[src/design/gpio_ctrl_defs.svh]
// register map, field layout, reset values and bus codes of the io line
// controller; included by the controller, needs no other file
// Notes on behaviour
// - thirty-two lines, one bit position per line
// - pull-up enable clears, disable sets status
// - pull-up works always; resets to all enabled
// - ownership enable sets, disable clears status bit
// - unmuxed line: ownership fixed at one
// - ownership reset value is a build parameter
// - a-select clears, b-select sets selection bit
// - selection steers outputs; inputs see pin
// - selection resets to peripheral a
// - selection writes work whatever the ownership
// - peripheral owned line: peripheral drives pin
// - output enable sets, disable clears direction
// - set and clear writes move output data
// - direction and data writes work while peripheral-owned
// - direct data write touches only unmasked bits
// - write mask resets to all zero
// - multi-drive line drives low only
// - multi-drive resets to all disabled
// - writes need no clock; pin reads do
// - pin level register shows the real pin
// - absent lines ignore writes, read zero
`ifndef GPIO_CTRL_DEFS_SVH
`define GPIO_CTRL_DEFS_SVH

`define ADDR_W 8
`define LINES 32

`define OFF_OWN_EN 8'h00
`define OFF_OWN_DIS 8'h04
`define OFF_OWN_STAT 8'h08
`define OFF_OUT_EN 8'h10
`define OFF_OUT_DIS 8'h14
`define OFF_OUT_STAT 8'h18
`define OFF_SET_OUT 8'h30
`define OFF_CLR_OUT 8'h34
`define OFF_ODATA_STAT 8'h38
`define OFF_PIN_LEVEL 8'h3C
`define OFF_MD_EN 8'h50
`define OFF_MD_DIS 8'h54
`define OFF_MD_STAT 8'h58
`define OFF_PU_DIS 8'h60
`define OFF_PU_EN 8'h64
`define OFF_PU_STAT 8'h68
`define OFF_SEL_A 8'h70
`define OFF_SEL_B 8'h74
`define OFF_SEL_STAT 8'h78
`define OFF_WM_EN 8'hA0
`define OFF_WM_DIS 8'hA4
`define OFF_WM_STAT 8'hA8
`define OFF_CLK_CTRL 8'hC0

`define CLK_CTRL_ON_BIT 0
`define RST_ZERO 32'h0000_0000
`define RESP_OKAY 2'h0
`define RESP_SLVERR 2'h2

`endif

[src/design/gpio_ctrl_pkg.sv]
// types shared by the io line controller
// assumes the constants header for the line count and address width
`default_nettype none
`include "gpio_ctrl_defs.svh"
package gpio_ctrl_pkg;
	typedef logic [`LINES-1:0] lines_type;

	typedef struct packed {
		lines_type ownership_status;
		lines_type ab_status;
		lines_type output_status;
		lines_type odata_status;
		lines_type wmask_status;
		lines_type md_status;
		lines_type pu_status;
		lines_type pin_level;
		logic clk_on;
		lines_type sync_a;
		lines_type sync_b;
		lines_type pad_out;
		lines_type pad_oe;
		lines_type pull_on;
		lines_type periph_in;
		logic awready;
		logic aw_held;
		logic [`ADDR_W-1:0] aw_addr;
		logic wready;
		logic w_held;
		logic [31:0] w_data;
		logic [3:0] w_strb;
		logic bvalid;
		logic [1:0] bresp;
		logic arready;
		logic rvalid;
		logic [1:0] rresp;
		logic [31:0] rdata;
	} state_type;
endpackage : gpio_ctrl_pkg
`default_nettype wire

[src/design/io_drive_select.sv]
// per-line choice of who drives each pad and how
// purely combinational; the caller registers the result
`timescale 1ns/1ps
`default_nettype none
module io_drive_select #(
	parameter int W = 32
) (
	// configuration
	input wire logic [W-1:0] own,
	input wire logic [W-1:0] sel_b,
	input wire logic [W-1:0] out_en,
	input wire logic [W-1:0] out_data,
	input wire logic [W-1:0] multi,
	// peripheral drive requests
	input wire logic [W-1:0] a_out,
	input wire logic [W-1:0] a_oe,
	input wire logic [W-1:0] b_out,
	input wire logic [W-1:0] b_oe,
	// pad drive
	output logic [W-1:0] drv_out,
	output logic [W-1:0] drv_oe
);
	logic [W-1:0] level;
	logic [W-1:0] enable;

	if (W < 1) begin : g_bad_width
		$error("drive select needs at least one line");
	end

	always_comb begin
		// owned lines use controller state, others the selected peripheral
		level = (own & out_data) | (~own & ((sel_b & b_out) | (~sel_b & a_out)));
		enable = (own & out_en) | (~own & ((sel_b & b_oe) | (~sel_b & a_oe)));
		// multi-drive: a high level releases the pad instead of driving it
		drv_oe = enable & ~(multi & level);
		drv_out = level & ~multi;
	end
endmodule : io_drive_select
`default_nettype wire

[src/design/parallel_io_controller.sv]
// thirty-two line io controller with axi4-lite register slave
// assumes pin_in is asynchronous and peripheral lines share aclk
`timescale 1ns/1ps
`default_nettype none
`include "gpio_ctrl_defs.svh"
module parallel_io_controller #(
	parameter gpio_ctrl_pkg::lines_type LINE_PRESENT = 32'hFFFF_FFFF,
	parameter gpio_ctrl_pkg::lines_type MUX_PRESENT = 32'hFFFF_FFFF,
	parameter gpio_ctrl_pkg::lines_type OWNERSHIP_RESET = 32'hFFFF_FFFF
) (
	// clock and reset
	input wire logic aclk,
	input wire logic aresetn,
	// write address and data
	input wire logic awvalid,
	output logic awready,
	input wire logic [`ADDR_W-1:0] awaddr,
	input wire logic wvalid,
	output logic wready,
	input wire logic [31:0] wdata,
	input wire logic [3:0] wstrb,
	// write response
	output logic bvalid,
	input wire logic bready,
	output logic [1:0] bresp,
	// read
	input wire logic arvalid,
	output logic arready,
	input wire logic [`ADDR_W-1:0] araddr,
	output logic rvalid,
	input wire logic rready,
	output logic [31:0] rdata,
	output logic [1:0] rresp,
	// pads
	input wire gpio_ctrl_pkg::lines_type pin_in,
	output gpio_ctrl_pkg::lines_type pin_out,
	output gpio_ctrl_pkg::lines_type pin_oe,
	output gpio_ctrl_pkg::lines_type pin_pullup_en,
	// on-chip peripherals
	input wire gpio_ctrl_pkg::lines_type periph_a_out,
	input wire gpio_ctrl_pkg::lines_type periph_a_oe,
	input wire gpio_ctrl_pkg::lines_type periph_b_out,
	input wire gpio_ctrl_pkg::lines_type periph_b_oe,
	output gpio_ctrl_pkg::lines_type periph_in
);
	import gpio_ctrl_pkg::*;

	// lines with no peripheral behind them are always controller-owned
	localparam lines_type FIXED_OWN = LINE_PRESENT & ~MUX_PRESENT;

	if ((MUX_PRESENT & ~LINE_PRESENT) != `RST_ZERO) begin : g_bad_mux
		$error("peripheral mux declared on an absent line");
	end
	if ((FIXED_OWN & ~OWNERSHIP_RESET) != `RST_ZERO) begin : g_bad_own
		$error("unmuxed line cannot reset to peripheral ownership");
	end

	localparam state_type RESET_STATE = '{
		ownership_status: OWNERSHIP_RESET & LINE_PRESENT,
		pull_on: LINE_PRESENT,
		awready: 1'b1,
		wready: 1'b1,
		arready: 1'b1,
		default: '0
	};

	state_type st_reg;
	state_type st_next;
	lines_type drv_out;
	lines_type drv_oe;
	lines_type byte_mask;
	lines_type act_bits;
	lines_type own_mask;
	logic wr_do;
	logic [`ADDR_W-1:0] wr_addr;

	io_drive_select #(
		.W(`LINES)
	) u_drive (
		.own(st_reg.ownership_status),
		.sel_b(st_reg.ab_status),
		.out_en(st_reg.output_status),
		.out_data(st_reg.odata_status),
		.multi(st_reg.md_status),
		.a_out(periph_a_out),
		.a_oe(periph_a_oe),
		.b_out(periph_b_out),
		.b_oe(periph_b_oe),
		.drv_out(drv_out),
		.drv_oe(drv_oe)
	);

	always_comb begin
		st_next = st_reg;
		wr_do = 1'b0;
		wr_addr = st_reg.aw_addr;
		byte_mask = '0;
		act_bits = '0;
		own_mask = '0;

		// first stage feeds only the second
		st_next.sync_a = pin_in;
		st_next.sync_b = st_reg.sync_a;
		// with the clock stopped the last sampled levels stay visible
		if (st_reg.clk_on) begin
			st_next.pin_level = st_reg.sync_b & LINE_PRESENT;
		end
		st_next.periph_in = st_reg.sync_b & LINE_PRESENT;

		st_next.pad_out = drv_out & LINE_PRESENT;
		st_next.pad_oe = drv_oe & LINE_PRESENT;
		st_next.pull_on = ~st_reg.pu_status & LINE_PRESENT;

		// write channel: address and data taken in either order
		if (awvalid && st_reg.awready) begin
			st_next.aw_held = 1'b1;
			st_next.aw_addr = awaddr;
		end
		if (wvalid && st_reg.wready) begin
			st_next.w_held = 1'b1;
			st_next.w_data = wdata;
			st_next.w_strb = wstrb;
		end
		if (st_reg.bvalid && bready) begin
			st_next.bvalid = 1'b0;
		end
		// every write lands on an aclk edge; no gated clock is involved
		if (st_next.aw_held && st_next.w_held && !st_next.bvalid) begin
			wr_do = 1'b1;
			wr_addr = st_next.aw_addr;
			byte_mask = {{8{st_next.w_strb[3]}}, {8{st_next.w_strb[2]}},
				{8{st_next.w_strb[1]}}, {8{st_next.w_strb[0]}}};
			// in enable, disable, select, set and clear writes only ones in enabled bytes of present lines do anything
			act_bits = st_next.w_data & byte_mask & LINE_PRESENT;
			own_mask = byte_mask & st_reg.wmask_status & LINE_PRESENT;
			st_next.aw_held = 1'b0;
			st_next.w_held = 1'b0;
			st_next.bvalid = 1'b1;
			st_next.bresp = `RESP_OKAY;
			case (wr_addr)
				`OFF_OWN_EN: begin
					st_next.ownership_status = st_reg.ownership_status | act_bits;
				end
				`OFF_OWN_DIS: begin
					st_next.ownership_status = st_reg.ownership_status & ~act_bits;
				end
				`OFF_OUT_EN: begin
					st_next.output_status = st_reg.output_status | act_bits;
				end
				`OFF_OUT_DIS: begin
					st_next.output_status = st_reg.output_status & ~act_bits;
				end
				`OFF_SET_OUT: begin
					st_next.odata_status = st_reg.odata_status | act_bits;
				end
				`OFF_CLR_OUT: begin
					st_next.odata_status = st_reg.odata_status & ~act_bits;
				end
				`OFF_ODATA_STAT: begin
					st_next.odata_status = (st_reg.odata_status & ~own_mask)
						| (st_next.w_data & own_mask);
				end
				`OFF_MD_EN: begin
					st_next.md_status = st_reg.md_status | act_bits;
				end
				`OFF_MD_DIS: begin
					st_next.md_status = st_reg.md_status & ~act_bits;
				end
				`OFF_PU_DIS: begin
					st_next.pu_status = st_reg.pu_status | act_bits;
				end
				`OFF_PU_EN: begin
					st_next.pu_status = st_reg.pu_status & ~act_bits;
				end
				`OFF_SEL_A: begin
					st_next.ab_status = st_reg.ab_status & ~act_bits;
				end
				`OFF_SEL_B: begin
					st_next.ab_status = st_reg.ab_status | act_bits;
				end
				`OFF_WM_EN: begin
					st_next.wmask_status = st_reg.wmask_status | act_bits;
				end
				`OFF_WM_DIS: begin
					st_next.wmask_status = st_reg.wmask_status & ~act_bits;
				end
				`OFF_CLK_CTRL: begin
					if (st_next.w_strb[0]) begin
						st_next.clk_on = st_next.w_data[`CLK_CTRL_ON_BIT];
					end
				end
				`OFF_OWN_STAT, `OFF_OUT_STAT, `OFF_PIN_LEVEL, `OFF_MD_STAT,
				`OFF_PU_STAT, `OFF_SEL_STAT, `OFF_WM_STAT: begin
					st_next.bresp = `RESP_OKAY;
				end
				default: begin
					st_next.bresp = `RESP_SLVERR;
				end
			endcase
		end
		// a line without a peripheral can never leave controller control
		st_next.ownership_status = (st_next.ownership_status | FIXED_OWN)
			& LINE_PRESENT;
		st_next.awready = !st_next.aw_held && !st_next.bvalid;
		st_next.wready = !st_next.w_held && !st_next.bvalid;

		// read channel: one outstanding read, data from the current state
		if (st_reg.rvalid && rready) begin
			st_next.rvalid = 1'b0;
		end
		if (arvalid && st_reg.arready) begin
			st_next.rvalid = 1'b1;
			st_next.rresp = `RESP_OKAY;
			st_next.rdata = '0;
			case (araddr)
				`OFF_OWN_STAT: st_next.rdata = st_reg.ownership_status;
				`OFF_OUT_STAT: st_next.rdata = st_reg.output_status;
				`OFF_ODATA_STAT: st_next.rdata = st_reg.odata_status;
				`OFF_PIN_LEVEL: st_next.rdata = st_reg.pin_level;
				`OFF_MD_STAT: st_next.rdata = st_reg.md_status;
				`OFF_PU_STAT: st_next.rdata = st_reg.pu_status;
				`OFF_SEL_STAT: st_next.rdata = st_reg.ab_status;
				`OFF_WM_STAT: st_next.rdata = st_reg.wmask_status;
				`OFF_CLK_CTRL: st_next.rdata = {31'h0000_0000, st_reg.clk_on};
				`OFF_OWN_EN, `OFF_OWN_DIS, `OFF_OUT_EN, `OFF_OUT_DIS,
				`OFF_SET_OUT, `OFF_CLR_OUT, `OFF_MD_EN, `OFF_MD_DIS,
				`OFF_PU_DIS, `OFF_PU_EN, `OFF_SEL_A, `OFF_SEL_B,
				`OFF_WM_EN, `OFF_WM_DIS: st_next.rdata = '0;
				default: st_next.rresp = `RESP_SLVERR;
			endcase
		end
		st_next.arready = !st_next.rvalid;
	end

	always_ff @(posedge aclk) begin
		if (!aresetn) begin
			st_reg <= RESET_STATE;
		end else begin
			st_reg <= st_next;
		end
	end

	assign awready = st_reg.awready;
	assign wready = st_reg.wready;
	assign bvalid = st_reg.bvalid;
	assign bresp = st_reg.bresp;
	assign arready = st_reg.arready;
	assign rvalid = st_reg.rvalid;
	assign rdata = st_reg.rdata;
	assign rresp = st_reg.rresp;
	assign pin_out = st_reg.pad_out;
	assign pin_oe = st_reg.pad_oe;
	assign pin_pullup_en = st_reg.pull_on;
	assign periph_in = st_reg.periph_in;
endmodule : parallel_io_controller
`default_nettype wire

[config.mk]
export PLATFORM = sky130hd
export DESIGN_NAME = parallel_io_controller
export DESIGN_NICKNAME = d
export VERILOG_FILES = /design/src/design/gpio_ctrl_pkg.sv /design/src/design/io_drive_select.sv /design/src/design/parallel_io_controller.sv
export VERILOG_INCLUDE_DIRS = /design/src /design/src/design
export SDC_FILE = /design/constraint.sdc
export NUM_CORES = 1
export LEC_CHECK = 0
export BUFFER_PORTS_ARGS = -buffer_cell sky130_fd_sc_hd__buf_2
export CORE_MARGIN = 5
export CORE_UTILIZATION = 45
export DETAILED_ROUTE_END_ITERATION = 7
export GPL_ROUTABILITY_DRIVEN = 0
export HOLD_SLACK_MARGIN = 0.02
export PLACE_DENSITY = 0.7
export SYNTH_ARGS = -nofsm -noshare
export SYNTH_HDL_FRONTEND = slang
export SYNTH_HIERARCHICAL = 1
export SYNTH_SLANG_ARGS = --single-unit
[constraint.sdc]
create_clock -name aclk -period 2 [get_ports aclk]
set_input_delay 0.2 -clock aclk [delete_from_list [all_inputs] [get_ports aclk]]
set_output_delay 0.2 -clock aclk [all_outputs]
set_load 0.005 [all_outputs]
==> reports/qor.txt <==
outcome: complete, but fails checks
failing checks: setup timing
Worst-Margin Slew: 1.16 ns
startpoint types: flop
setup ws final: -0.247 ns
sequential area share after synthesis: 42.8%
vias in the first global route: 23,300
Core Area: 55,000 um2
drt drc: 0
Distinct cells, synth: 76
CP Class: reg2reg
Setup TNS Final: -29.79 ns
Via density: 5.85
Setup-failing EPs final: 226
CP required: 2.47 ns
utilization after layout: 58.5%
antenna violations before repair: 8
sequential standard cell area: 10,700 um2
post-route ant nets: 0
CTS root buf: clkbuf_16
Rel. slew slack: 22.7%
Multi-input gate area: 13,300 um2
most common cell in the netlist: dfxtp_1
CP Data Arrival Time: 2.72 ns
Synth area leaders: dfxtp_1 43%, mux2i_1 8.2%, nand2_1 7.1%, buf_4 5.0%, and2_1 4.5%
initial drt markers: 2,583
largest area contributor in the synthesized netlist: dfxtp_1
Final Max Slew Viols: 0
register clock-pin slew on the reported worst setup and hold paths: 0.06 ns
top_reg_cell synth: dfxtp_1
final wirelength: 93,700 um
die area: 60,300 um2
Post-synth EDFFs: 0
CTS buffer count: 56
Syn Inst Count: 2,867
Die X: 246 um
Fillers: 4,647
First-pass DRT Iterations: 8
mean post-synth cell area: 8.71 um2
HP Class: in2reg
synthesized area: 25,000 um2
Power Density: 744 nW/um2
RSZ-0062 raised after global routing: yes
CP max-delay cell: dfxtp_4
share of flip-flops with an asynchronous set or reset: 0%
Initial Util: 45.4%
H-tree Lvls: 2
DR WL/cell: 23.1 um
share of layout cells above drive strength 1: 30.3%
Final Power: 23.9 mW
Final min period: 2.25 ns
crit path capture type: flop
top cells by count, synth: 534 x dfxtp_1, 475 x nand2_1, 204 x mux2i_1, 180 x and2_1, 167 x buf_4
Leak: 14.1 nW
Synth top area share: 42.8%
NumNets Final: 3,474
Detailed Place HPWL: 62,700 um
Final Hold Viols: 0
max-cap violation count: 0
Ports: 388
Clock Latency Late Sink: 0.62 ns
CP Cell Sequence: and4bb_2 -> or2_1 -> nand4_1 -> buf_4 -> or2_4 -> clkbuf_16 -> nor3_2 -> o21ai_1
input/output buffers: 385
Max Buffers Root-to-Sink: 3
CP peak stage delay: 0.41 ns
yosys synthesis warning count: 6
CTS tree: yes
layout overhead on the synthesized area: 28.7%
Die Ht: 246 um
global-route wire length before repair: 134,000 um
Tot GR Track Use: 28.4%
CTS sink count: 534
Final Skew: 0.0160 ns
dpl ws: -0.240 ns
DR vias: 23,700
max frequency: 445 MHz
maximum vdd drop: 0.738 mV
largest fanout on the critical path: 7
grt ovf: 0
period utilisation layout: 112%
#FFs+latches synth: 534
largest net degree at the start of global routing: 120
Rows: 86
[final timing paths]
check	startpoint	to	slack, ns	cells past startpoint
min reg2reg	flop	pin_pullup_en[10]	0.41	1
max reg2reg	awready	flop	-0.25	8
min	periph_b_out[28]	pin_out[28]	0.05	4
max	awready	flop	-0.25	8
[per-stage QoR]
| stage | cell area, um2 | std cells | hold slack [ns] |
|---|---|---|---|
| 2_1_floorplan | 25000 | 2868 | 0.327 |
| 3_3_place_gp | 27600 | 3820 | 0.387 |
| 3_5_place_dp | 27600 | 3820 | 0.392 |
| 4_1_cts | 31000 | 4024 | 0.0301 |
| 5_1_grt | 32100 | 4048 | 0.0623 |
| 6_report | 32100 | 4051 | 0.0494 |
[metal layers]
layer	up-vias	part of all wire [%]	global-route usage [%]
met4	12	6.6	15.3
met5	-	0.083	0
met3	391	10	6.55
met1	11200	37	34.0
li1	10700	-	-
met2	1417	46	47.5
[where the power goes]
group          total, mW  switching [mW]  internal [mW]  leakage, nW
clock network       10.4            4.48           5.94        0.893
logic               2.55            1.52           1.03         8.91
registers           11.0           0.143           10.8         4.33
total               23.9            6.15           17.8         14.1
[kinds of logic after synthesis]
family | after synthesis | synth area share [%]
compound gates | 657 | 18.1
xor+xnor | 1 | 0.0351
buf+inv | 400 | 8.74
flops | 534 | 42.8
mux | 250 | 10.3
other cells | 1 | 0.0150
simple gates | 1024 | 20.1
[critical path: cells and delay by family (launching register included)]
kind / cells / cell delay, ns
AND/OR/NAND/NOR: 5 / 1.16
flip-flops: 1 / 0.41
AO/OA/AOI/OAI: 1 / 0.09
buffers and inverters: 2 / 0.43
[placed cells by master (no fill, tap or decap), types with 34 or more instances in the layout]
cell type      count
dlygate4sd3_1     72
o21ai_0          122
a22oi_1           50
o21ai_1          114
nor2_1            65
nand2_1          393
inv_1             42
mux2i_1          201
clkbuf_16         66
nor2b_1           75
buf_12            37
buf_4            154
nand3_1           72
dfxtp_1          532
nand2_4           72
a21oi_1           52
and2_1           178
nor3_1            34
buf_2            384
mux2_2            46
[repair_timing]
action	in CTS	in global routing
hold endpoints to repair	79	0
buffers inserted	20	14
pin swaps	35	120
hold buffers	72	0
setup endpoints to repair	226	226
gates cloned	10	12
gates resized for setup	115	194
[cell type report]
cell class / count / area share, %
inverters: 42 / 0.491
flip-flops and latches: 534 / 33.3
clock inverters: 21 / 0.568
diodes: 4 / 0.0311
well taps: 748 / 2.91
multi-input cells: 1935 / 41.4
clock buffers: 81 / 5.09
repair buffers: 686 / 16.2
(Power assumes the default switching activity.)
